**src/les_pkg.sv**
```systemverilog
package les_pkg;

   // Register map of the block (word aligned byte addresses)
   localparam int unsigned LES_ADDR_W     = 8;
   localparam logic [7:0]  LES_OFF_CTRL   = 8'h00;
   localparam logic [7:0]  LES_OFF_STAT   = 8'h04;
   localparam logic [7:0]  LES_OFF_CLR    = 8'h08;
   localparam logic [7:0]  LES_OFF_EN     = 8'h0c;
   localparam logic [7:0]  LES_OFF_STATE  = 8'h10;

   // Link event control fields
   localparam int unsigned LES_NUM_EVT    = 3;
   localparam int unsigned LES_FLD_W      = 3;
   localparam int unsigned LES_PBDN_LSB   = 9;
   localparam int unsigned LES_PCUP_LSB   = 12;
   localparam int unsigned LES_PCDN_LSB   = 15;
   localparam logic [31:0] LES_CTRL_RST   = 32'h0000_0000;
   localparam logic [31:0] LES_CTRL_MASK  = 32'h0003_fe00;

   // Action codes
   localparam logic [2:0]  LES_ACT_MASK   = 3'h0;
   localparam logic [2:0]  LES_ACT_MSI    = 3'h1;
   localparam logic [2:0]  LES_ACT_INTA   = 3'h2;
   localparam logic [2:0]  LES_ACT_INTB   = 3'h3;
   localparam logic [2:0]  LES_ACT_INTC   = 3'h4;
   localparam logic [2:0]  LES_ACT_INTD   = 3'h5;

   // Block interrupt status bits
   localparam int unsigned LES_IRQ_W      = 3;
   localparam int unsigned LES_IRQ_SENT   = 0;
   localparam int unsigned LES_IRQ_RSVD   = 1;
   localparam int unsigned LES_IRQ_DROP   = 2;
   localparam logic [2:0]  LES_IRQ_RST    = 3'h0;

   typedef enum logic [1:0] {
      LES_MSG_MSI    = 2'h0,
      LES_MSG_ASSERT = 2'h1,
      LES_MSG_NEGATE = 2'h2
   } les_msg_kind_t;

   typedef struct packed {
      les_msg_kind_t kind;
      logic [1:0]    line;
      logic [1:0]    src;
   } les_msg_t;

   typedef struct packed {
      logic       msi;
      logic       intx;
      logic       rsvd;
      logic [1:0] line;
   } les_act_t;

   typedef enum logic [1:0] {
      LES_S_IDLE     = 2'b00,
      LES_S_SEND_SET = 2'b01,
      LES_S_ACTIVE   = 2'b11,
      LES_S_SEND_CLR = 2'b10
   } les_chan_st_t;

   function automatic les_act_t les_decode(input logic [2:0] code);
      les_act_t a;
      a = '0;
      case (code)
         LES_ACT_MASK: a = '0;
         LES_ACT_MSI:  a.msi = 1'b1;
         LES_ACT_INTA, LES_ACT_INTB, LES_ACT_INTC, LES_ACT_INTD: begin
            a.intx = 1'b1;
            a.line = 2'(code - LES_ACT_INTA);
         end
         default:      a.rsvd = 1'b1;
      endcase
      return a;
   endfunction

   function automatic int unsigned les_field_lsb(input int unsigned idx);
      case (idx)
         0:       return LES_PBDN_LSB;
         1:       return LES_PCUP_LSB;
         default: return LES_PCDN_LSB;
      endcase
   endfunction

endpackage

```
**src/les_evt_chan.sv**
```systemverilog
module les_evt_chan
   import les_pkg::*;
#(
   parameter logic [1:0] SRC = 2'h0
) (
   // Clock and reset
   input  wire logic       clk_sys,
   input  wire logic       rst,
   // Event and configuration
   input  wire logic       evt_status,
   input  wire logic [2:0] action,
   input  wire logic       msi_en,
   input  wire logic       legacy_irq_disable,
   // Message request
   input  wire logic       grant,
   output logic            req,
   output les_msg_t        msg,
   // Reporting
   output logic            rsvd_seen,
   output logic            dropped,
   output logic            asserted
);

   les_chan_st_t  st_q, st_d;
   les_msg_kind_t kind_q, kind_d;
   logic [1:0]    line_q, line_d;
   logic          asr_q, asr_d;
   logic          gate_ok;
   les_act_t      act;

   assign gate_ok  = (kind_q == LES_MSG_MSI) ? msi_en : !legacy_irq_disable;
   assign req      = ((st_q == LES_S_SEND_SET) || (st_q == LES_S_SEND_CLR))
                     && gate_ok;
   assign msg      = '{kind: kind_q, line: line_q, src: SRC};
   assign asserted = asr_q;

   always_comb begin
      st_d      = st_q;
      kind_d    = kind_q;
      line_d    = line_q;
      asr_d     = asr_q;
      rsvd_seen = 1'b0;
      dropped   = 1'b0;
      act       = les_decode(action);
      case (st_q)
         LES_S_IDLE: begin
            if (evt_status) begin
               if (act.msi && msi_en) begin
                  kind_d = LES_MSG_MSI;
                  line_d = 2'h0;
                  st_d   = LES_S_SEND_SET;
               end else if (act.intx && !legacy_irq_disable) begin
                  kind_d = LES_MSG_ASSERT;
                  line_d = act.line;
                  st_d   = LES_S_SEND_SET;
               end else begin
                  st_d      = LES_S_ACTIVE;
                  rsvd_seen = act.rsvd;
                  dropped   = act.msi | act.intx;
               end
            end
         end
         LES_S_SEND_SET: begin
            if (!gate_ok) begin
               st_d    = LES_S_ACTIVE;
               dropped = 1'b1;
            end else if (grant) begin
               st_d  = LES_S_ACTIVE;
               asr_d = (kind_q == LES_MSG_ASSERT);
            end
         end
         LES_S_ACTIVE: begin
            if (!evt_status) begin
               if (asr_q && !legacy_irq_disable) begin
                  kind_d = LES_MSG_NEGATE;
                  st_d   = LES_S_SEND_CLR;
               end else begin
                  st_d    = LES_S_IDLE;
                  dropped = asr_q;
                  asr_d   = 1'b0;
               end
            end
         end
         LES_S_SEND_CLR: begin
            if (legacy_irq_disable) begin
               st_d    = LES_S_IDLE;
               asr_d   = 1'b0;
               dropped = 1'b1;
            end else if (grant) begin
               st_d  = LES_S_IDLE;
               asr_d = 1'b0;
            end
         end
         default: st_d = LES_S_IDLE;
      endcase
   end

   always_ff @(posedge clk_sys or posedge rst) begin
      if (rst) begin
         st_q   <= LES_S_IDLE;
         kind_q <= LES_MSG_MSI;
         line_q <= 2'h0;
         asr_q  <= 1'b0;
      end else begin
         st_q   <= st_d;
         kind_q <= kind_d;
         line_q <= line_d;
         asr_q  <= asr_d;
      end
   end

   msi_gate_a: assert property (@(posedge clk_sys) disable iff (rst)
      req && msg.kind == LES_MSG_MSI |-> msi_en)
      else $error("MSI requested while capability disabled");

   intx_gate_a: assert property (@(posedge clk_sys) disable iff (rst)
      req && msg.kind != LES_MSG_MSI |-> !legacy_irq_disable)
      else $error("INTx requested while disabled");

   mask_quiet_a: assert property (@(posedge clk_sys) disable iff (rst)
      st_q == LES_S_IDLE && evt_status && action == LES_ACT_MASK
      |=> st_q == LES_S_ACTIVE && !req ##1 !req)
      else $error("Masked event produced a request");

   msi_select_a: assert property (@(posedge clk_sys) disable iff (rst)
      st_q == LES_S_IDLE && evt_status && action == LES_ACT_MSI && msi_en
      |=> (req || !msi_en) && msg.kind == LES_MSG_MSI
          && msg.line == 2'h0)
      else $error("MSI action did not request an MSI");

   inta_line_a: assert property (@(posedge clk_sys) disable iff (rst)
      st_q == LES_S_IDLE && evt_status && action == LES_ACT_INTA
      && !legacy_irq_disable
      |=> msg.kind == LES_MSG_ASSERT && msg.line == 2'h0)
      else $error("INTA action used wrong line");

   intb_line_a: assert property (@(posedge clk_sys) disable iff (rst)
      st_q == LES_S_IDLE && evt_status && action == LES_ACT_INTB
      && !legacy_irq_disable
      |=> msg.kind == LES_MSG_ASSERT && msg.line == 2'h1)
      else $error("INTB action used wrong line");

   intcd_line_a: assert property (@(posedge clk_sys) disable iff (rst)
      st_q == LES_S_IDLE && evt_status && !legacy_irq_disable
      && (action == LES_ACT_INTC || action == LES_ACT_INTD)
      |=> msg.line == ((action == LES_ACT_INTC) ? 2'h2 : 2'h3)
          && msg.kind == LES_MSG_ASSERT)
      else $error("INTC or INTD action used wrong line");

   negate_follow_a: assert property (@(posedge clk_sys)
      disable iff (rst)
      st_q == LES_S_ACTIVE && asr_q && !evt_status && !legacy_irq_disable
      |=> (req || legacy_irq_disable) && msg.kind == LES_MSG_NEGATE
          && msg.line == $past(line_q))
      else $error("Status clear did not request a negation");

endmodule

```
**src/les_irq_select.sv**
```systemverilog
// The implementer's own choices: the plain strobed port and the placing of the registers.
module les_irq_select
   import les_pkg::*;
(
   // Clock and reset
   input  wire logic                  clk_sys,
   input  wire logic                  rst,
   // Register port
   input  wire logic [LES_ADDR_W-1:0] reg_addr,
   input  wire logic [31:0]           reg_wdata,
   input  wire logic                  reg_wr,
   input  wire logic                  reg_rd,
   output logic      [31:0]           reg_rdata,
   // Event status and gating from the configuration space
   input  wire logic [2:0]            event_status_register,
   input  wire logic                  msg_irq_capability_en,
   input  wire logic                  legacy_irq_disable,
   // Outgoing interrupt message
   output logic                       msg_valid,
   input  wire logic                  msg_ready,
   output les_msg_t                   msg,
   // Block interrupt
   output logic                       irq
);

   logic [31:0]          ctrl_q, ctrl_d;
   logic [LES_IRQ_W-1:0] stat_q, stat_d;
   logic [LES_IRQ_W-1:0] en_q, en_d;
   logic [31:0]          rdata_q, rdata_d;
   logic                 mvalid_q, mvalid_d;
   les_msg_t             msg_q, msg_d;

   logic [2:0]           act     [LES_NUM_EVT];
   logic [LES_NUM_EVT-1:0] req, grant, rsvd_seen, dropped, asserted;
   les_msg_t             cmsg    [LES_NUM_EVT];
   logic                 slot_free;
   logic                 accepted;
   logic [LES_IRQ_W-1:0] evt_set;

   function automatic logic hit(input logic [LES_ADDR_W-1:0] a,
                                input logic [7:0]            off);
      return a == off;
   endfunction

   // Event channels, one per link event field
   genvar gi;
   generate
      for (gi = 0; gi < LES_NUM_EVT; gi++) begin : g_chan
         localparam int unsigned LSB = les_field_lsb(gi);
         assign act[gi] = ctrl_q[LSB +: LES_FLD_W];

         les_evt_chan #(
            .SRC (2'(gi))
         ) u_chan (
            .clk_sys            (clk_sys),
            .rst                (rst),
            .evt_status         (event_status_register[gi]),
            .action             (act[gi]),
            .msi_en             (msg_irq_capability_en),
            .legacy_irq_disable (legacy_irq_disable),
            .grant              (grant[gi]),
            .req                (req[gi]),
            .msg                (cmsg[gi]),
            .rsvd_seen          (rsvd_seen[gi]),
            .dropped            (dropped[gi]),
            .asserted           (asserted[gi])
         );

         field_map_a: assert property (@(posedge clk_sys)
            disable iff (rst)
            reg_wr && hit(reg_addr, LES_OFF_CTRL)
            |=> act[gi] == $past(reg_wdata[LSB +: LES_FLD_W]))
            else $error("Action field not taken from its control bits");
      end
   endgenerate

   // Output slot and fixed priority arbitration, lowest event first
   assign accepted  = mvalid_q && msg_ready;
   assign slot_free = !mvalid_q || msg_ready;

   always_comb begin
      grant = '0;
      for (int i = 0; i < LES_NUM_EVT; i++) begin
         if (slot_free && req[i] && (grant == '0)) begin
            grant[i] = 1'b1;
         end
      end
   end

   always_comb begin
      mvalid_d = mvalid_q;
      msg_d    = msg_q;
      if (accepted) begin
         mvalid_d = 1'b0;
      end
      for (int i = 0; i < LES_NUM_EVT; i++) begin
         if (grant[i]) begin
            mvalid_d = 1'b1;
            msg_d    = cmsg[i];
         end
      end
   end

   always_ff @(posedge clk_sys or posedge rst) begin
      if (rst) begin
         mvalid_q <= 1'b0;
         msg_q    <= '0;
      end else begin
         mvalid_q <= mvalid_d;
         msg_q    <= msg_d;
      end
   end

   assign msg_valid = mvalid_q;
   assign msg       = msg_q;

   // Register file: control, sticky status, clear, enable, live state
   always_comb begin
      evt_set                 = '0;
      evt_set[LES_IRQ_SENT]   = accepted;
      evt_set[LES_IRQ_RSVD]   = |rsvd_seen;
      evt_set[LES_IRQ_DROP]   = |dropped;

      ctrl_d  = ctrl_q;
      en_d    = en_q;
      stat_d  = stat_q;
      rdata_d = 32'h0000_0000;

      if (reg_wr && hit(reg_addr, LES_OFF_CTRL)) begin
         ctrl_d = reg_wdata & LES_CTRL_MASK;
      end
      if (reg_wr && hit(reg_addr, LES_OFF_EN)) begin
         en_d = reg_wdata[LES_IRQ_W-1:0];
      end
      if (reg_wr && hit(reg_addr, LES_OFF_CLR)) begin
         stat_d = stat_q & ~reg_wdata[LES_IRQ_W-1:0];
      end
      // A new event wins over a clear in the same cycle
      stat_d = stat_d | evt_set;

      if (reg_rd) begin
         case (reg_addr)
            LES_OFF_CTRL:  rdata_d = ctrl_q;
            LES_OFF_STAT:  rdata_d = {29'h0, stat_q};
            LES_OFF_EN:    rdata_d = {29'h0, en_q};
            LES_OFF_STATE: rdata_d = {25'h0, mvalid_q,
                                      event_status_register, asserted};
            default:       rdata_d = 32'h0000_0000;
         endcase
      end
   end

   always_ff @(posedge clk_sys or posedge rst) begin
      if (rst) begin
         ctrl_q  <= LES_CTRL_RST;
         en_q    <= LES_IRQ_RST;
         stat_q  <= LES_IRQ_RST;
         rdata_q <= 32'h0000_0000;
      end else begin
         ctrl_q  <= ctrl_d;
         en_q    <= en_d;
         stat_q  <= stat_d;
         rdata_q <= rdata_d;
      end
   end

   assign reg_rdata = rdata_q;
   assign irq       = |(stat_q & en_q);

   out_hold_a: assert property (@(posedge clk_sys) disable iff (rst)
      msg_valid && !msg_ready |=> msg_valid && $stable(msg))
      else $error("Pending message changed before acceptance");

   grant_onehot_a: assert property (@(posedge clk_sys) disable iff (rst)
      $onehot0(grant) && (grant == '0 || slot_free))
      else $error("Arbiter granted more than one or a busy slot");

   sent_sticky_a: assert property (@(posedge clk_sys) disable iff (rst)
      accepted |=> stat_q[LES_IRQ_SENT] [*1])
      else $error("Accepted message did not set its status bit");

   rsvd_flag_a: assert property (@(posedge clk_sys) disable iff (rst)
      |rsvd_seen |=> stat_q[LES_IRQ_RSVD] ##1 1'b1)
      else $error("Reserved action not reported");

   irq_level_a: assert property (@(posedge clk_sys) disable iff (rst)
      reg_wr && hit(reg_addr, LES_OFF_EN) && reg_wdata[LES_IRQ_SENT]
      && accepted |=> ##[0:1] irq)
      else $error("Enabled event did not raise the interrupt");

   ctrl_mask_a: assert property (@(posedge clk_sys) disable iff (rst)
      (ctrl_q & ~LES_CTRL_MASK) == 32'h0000_0000)
      else $error("Bits outside the event fields were stored");

endmodule

```
**config.mk**
```make
export PLATFORM = sky130hd
export DESIGN_NAME = les_irq_select
export DESIGN_NICKNAME = d
export VERILOG_FILES = /design/src/les_pkg.sv /design/src/les_evt_chan.sv /design/src/les_irq_select.sv
export SDC_FILE = /design/constraint.sdc
export NUM_CORES = 1
export LEC_CHECK = 0
export ABC_AREA = 1
export BUFFER_PORTS_ARGS = -buffer_cell sky130_fd_sc_hd__clkbuf_2
export CORE_MARGIN = 10
export CORE_UTILIZATION = 50
export CTS_BUF_LIST = sky130_fd_sc_hd__clkbuf_4 sky130_fd_sc_hd__clkbuf_8
export CTS_CLUSTER_DIAMETER = 100
export DETAILED_ROUTE_END_ITERATION = 6
export HOLD_SLACK_MARGIN = 0.02
export PLACE_DENSITY = 0.76
export SETUP_SLACK_MARGIN = 0.05
export SLEW_MARGIN = 20
export SYNTH_ARGS = -nofsm -noshare
export SYNTH_HDL_FRONTEND = slang
export SYNTH_SLANG_ARGS = --single-unit
```
**constraint.sdc**
```tcl
create_clock -name clk_sys -period 2.1 [get_ports clk_sys]
set_input_delay 0.21 -clock clk_sys [delete_from_list [all_inputs] [get_ports clk_sys]]
set_output_delay 0.21 -clock clk_sys [all_outputs]
set_load 0.03 [all_outputs]
```
==> summary.md <==
| Metric | Value |
|---|---|
| Final setup TNS | 0 ps |
| Most common cell in the netlist | nand2_1 |
| Worst Clk Skew | 6.38 ps |
| Die Y-Extent | around 100 um |
| Comb power frac | a little under half |
| Cell taking the most area after synthesis | dfrtp_1 |
| DP Area | 0.00382 mm^2 |
| Share of layout cells above drive strength 1 | about a quarter |
| R2r endpoint | g_chan[2].u_chan.kind_q[1] |
| Htree depth | 3 |
| Slew HR | between 60% and 70% |
| Initial core utilization | between 50% and 60% |
| Main synth FF type | dfrtp_1 |
| Vias in the first global route | ~3,000 |
| Final WL | about 8 mm |
| Worst EP arrival | approximately 1900 ps |
| Final setup viols | 0 |
| Max Freq | roughly 0.59 GHz |
| Crit Path Class | reg2reg |
| First-pass GRT wire length | 13.9 mm |
| Internal power | between 3 and 4 mW |
| Crit path time final | roughly 1700 ps |
| Status | complete, no violations |
| Crit-path cells | ha_1 -> nand2_1 -> inv_1 -> a21oi_1 -> o211ai_1 -> nand2_1 -> o21ai_0 |
| Top-level I/O count | 90 |
| Diode count | 0 |
| Drt pass-1 iters | 5 |
| Hold Path Sink | ctrl_q[9] |
| Worst-path cell with the longest stage delay | dfrtp_1 |
| Cts repair resizes | 0 |
| Clock share of power | between 20% and 30% |
| Hold Startpoint | reg_wdata[9] |
| Power Density | 1320 mW/mm^2 |
| Die width | about 100 um |
| Largest net degree at the start of global routing | 33 |
| Max Slew Vio Count | 0 |
| Synth top area cells | dfrtp_1, nand2_1, nor2_1 |
| Hold Crit Depth | 3 |
| Synth top area share | a little over two fifths |
| Gr ovfl total | 0 |
| Post-route cell area | around 0.0041 mm^2 |
| Sw Share | a little over two fifths |
| Initial antenna violation count | 0 |
| Max-cap check violation count | 0 |
| NetSw | ~2.3 mW |
| Reg2Reg Depth | 7 |
| Initial DRC count | 161 |
| Clock Latency Late Sink | 330 ps |
| Mean Syn Cell Area | a little over 8 um^2 |
| Post-synthesis sequential area ratio | 42.2% |
| Total CTS buffers | 9 |
| WL/cell | around 13 um |
| P&R area growth vs syn | 16.1% |
| Startpoint types | register |
| Clock tree buffer depth | 2 |
| Worst setup EP type | register |
| Req. time, crit path | roughly 2300 ps |
| Yosys warnings | 0 |
| Via density | slightly below 5 |
| Total number of vias | around 2,900 |
| Static Leak | 2.16 nW |
| Fin. Hold Viols | 0 |
| Mapped Area | 0.00350 mm^2 |
| CTS tree | yes |
| Cell repeated most along the worst path | nand2_1 |
| Hold WC Path Type | in2reg |
| Seq pwr share | 30.3% |
| RSZ-0062 raised after global routing | false |
| Largest stage delay, worst path | 420 ps |
| EDFF count, synth | 0 |
| Gr usage total | around 15% |
| Reg-to-reg startpoint | g_chan[2].u_chan.st_q[0] |
| Mapped Cells | approximately 430 |
| Core region area | about 0.0068 mm^2 |
| Yosys cell types | 39 |
| CP max FO | 5 |
| Nets@finish | 560 |
| Filler cells | ~620 |
| Die ar. | 0.0108 mm^2 |
| Async set-reset flop share out of synthesis | between 90% and 100% |
| Synth top cells by count | nand2_1, dfrtp_1, nor2_1 |
| Placer Congestion | 0.921 |
| Maximum VDD drop | between 0.0006 and 0.0007 V |
| DRT antenna net count | 0 |
| # DRC | 0 |
| DP HPWL | 6.40 mm |
| Sink Count | just under 60 |
| Worst-path clk slew | approximately 70 ps |
| FF+latch count, synth | just under 60 |
| Fin crit share | 81.3% |
| Row Count | 30 |
| Root Buffer | clkbuf_8 |
| Port Buf Inserts | 53 |
| Worst Tran Pin Value | 594 ps |
| FF-to-FF setup slack | 390 ps |
==> cell usage in the layout, fill, tap and decap left out, types with 2 or more instances in the layout <==
cell	netlist	final
a21oi_1	9	9
nand3_1	27	27
o21ai_1	12	12
nand3_2	4	4
clkbuf_2	0	53
conb_1	1	16
nand4_1	6	6
nor2_1	55	55
ha_1	14	14
nand2_2	6	6
nand2_8	3	3
o22ai_1	2	2
a21oi_2	9	9
nand2_4	4	4
inv_1	47	46
clkbuf_8	0	11
nor3_1	5	5
bufinv_16	0	2
nand2_1	92	92
nand3b_1	3	3
nor2_4	4	4
o21ai_0	22	22
a31oi_1	7	7
inv_2	7	8
nor2_2	2	2
o21a_1	2	2
dfrtp_1	59	59
==> stage by stage <==
stage / hold slack, ps / setup slack (ps) / util [%] / cells / power (mW)
after floorplan: 327 / 434 / - / 448 / 3.68
after global placement: 292 / 461 / 56.3 / 580 / 4.15
after detailed placement: 297 / 404 / 56.3 / 580 / 4.21
after CTS: 93.1 / 389 / 59.9 / 597 / 5.42
after global routing: 108 / 206 / 59.9 / 597 / 5.83
final: 115 / 392 / 59.9 / 597 / 5.37
==> final cells by class <==
| class | instances | area [um^2] | share of cell area, % |
|---|---|---|---|
| flip-flops and latches | 59 | 1480 | 36.3 |
| clock buffers | 12 | 159 | 3.91 |
| multi-input cells | 315 | 1730 | 42.4 |
| clock inverters | 4 | 72.6 | 1.78 |
| inverters | 56 | 218 | 5.35 |
| well taps | 96 | 120 | 2.95 |
| repair buffers | 55 | 295 | 7.26 |
==> power groups by stage <==
stage / Combinational [mW] / Clock [mW] / Sequential, mW
after global routing: 2.90 / 1.27 / 1.67
after detailed placement: 2.56 / 0 / 1.65
after global placement: 2.51 / 0 / 1.63
final: 2.56 / 1.18 / 1.63
after floorplan: 1.96 / 0 / 1.72
after CTS: 2.58 / 1.21 / 1.63
==> logic make-up (layout without fill, tap and decap cells) <==
family	Yosys count	count (layout)	synth area share [%]
AO/OA/AOI/OAI	67	67	11.7
XOR/XNOR	1	1	0.250
adder cells (fa/ha/maj)	14	14	5.00
buffers and inverters	74	127	10.2
flip-flops	59	59	42.2
multiplexers	1	1	0.322
other	1	16	0.107
AND/OR/NAND/NOR	216	216	30.3
==> worst max path at each step <==
stage	slack [ps]	to	startpoint	cells after the start
CTS	390	msg[5]	g_chan[0].u_chan.st_q[0]	10
global placement	460	msg[5]	g_chan[0].u_chan.st_q[0]	10
detailed placement	400	msg[5]	g_chan[0].u_chan.st_q[0]	10
floorplan	430	ctrl_q[10]	rst	1
finish	390	g_chan[2].u_chan.kind_q[1]	g_chan[2].u_chan.st_q[0]	7
global route	210	g_chan[2].u_chan.kind_q[1]	g_chan[2].u_chan.st_q[0]	6
==> registers in the layout, indices dropped and copies added, names as in the netlist, 6 cells and up <==
name,flops
g_chan.u_chan.kind_q,6
ctrl_q,9
reg_rdata,16
g_chan.u_chan.line_q,6
g_chan.u_chan.st_q,6
msg,6
==> layer usage <==
metal	vias up	GRT usage, %	share of wire, %
met5	-	0	0
met4	0	5.27	0.60
met3	4	6.07	8.0
met2	87	24.1	45
met1	1350	19.0	46
li1	1492	-	-
==> critical path, delay by kind of cell, from the launching register on <==
| kind | cells | cell delay [ps] |
|---|---|---|
| buffers and inverters | 1 | 50 |
| AND/OR/NAND/NOR | 2 | 190 |
| flip-flops | 1 | 420 |
| AO/OA/AOI/OAI | 3 | 640 |
| adder cells (fa/ha/maj) | 1 | 290 |
==> repair_timing <==
action / 4_1_cts / 5_1_grt
endpoints found under the hold margin: 27 / 0
hold buffers: 1 / 0
buffers inserted: 0 / 0
Power figures use the tool's default switching activity.
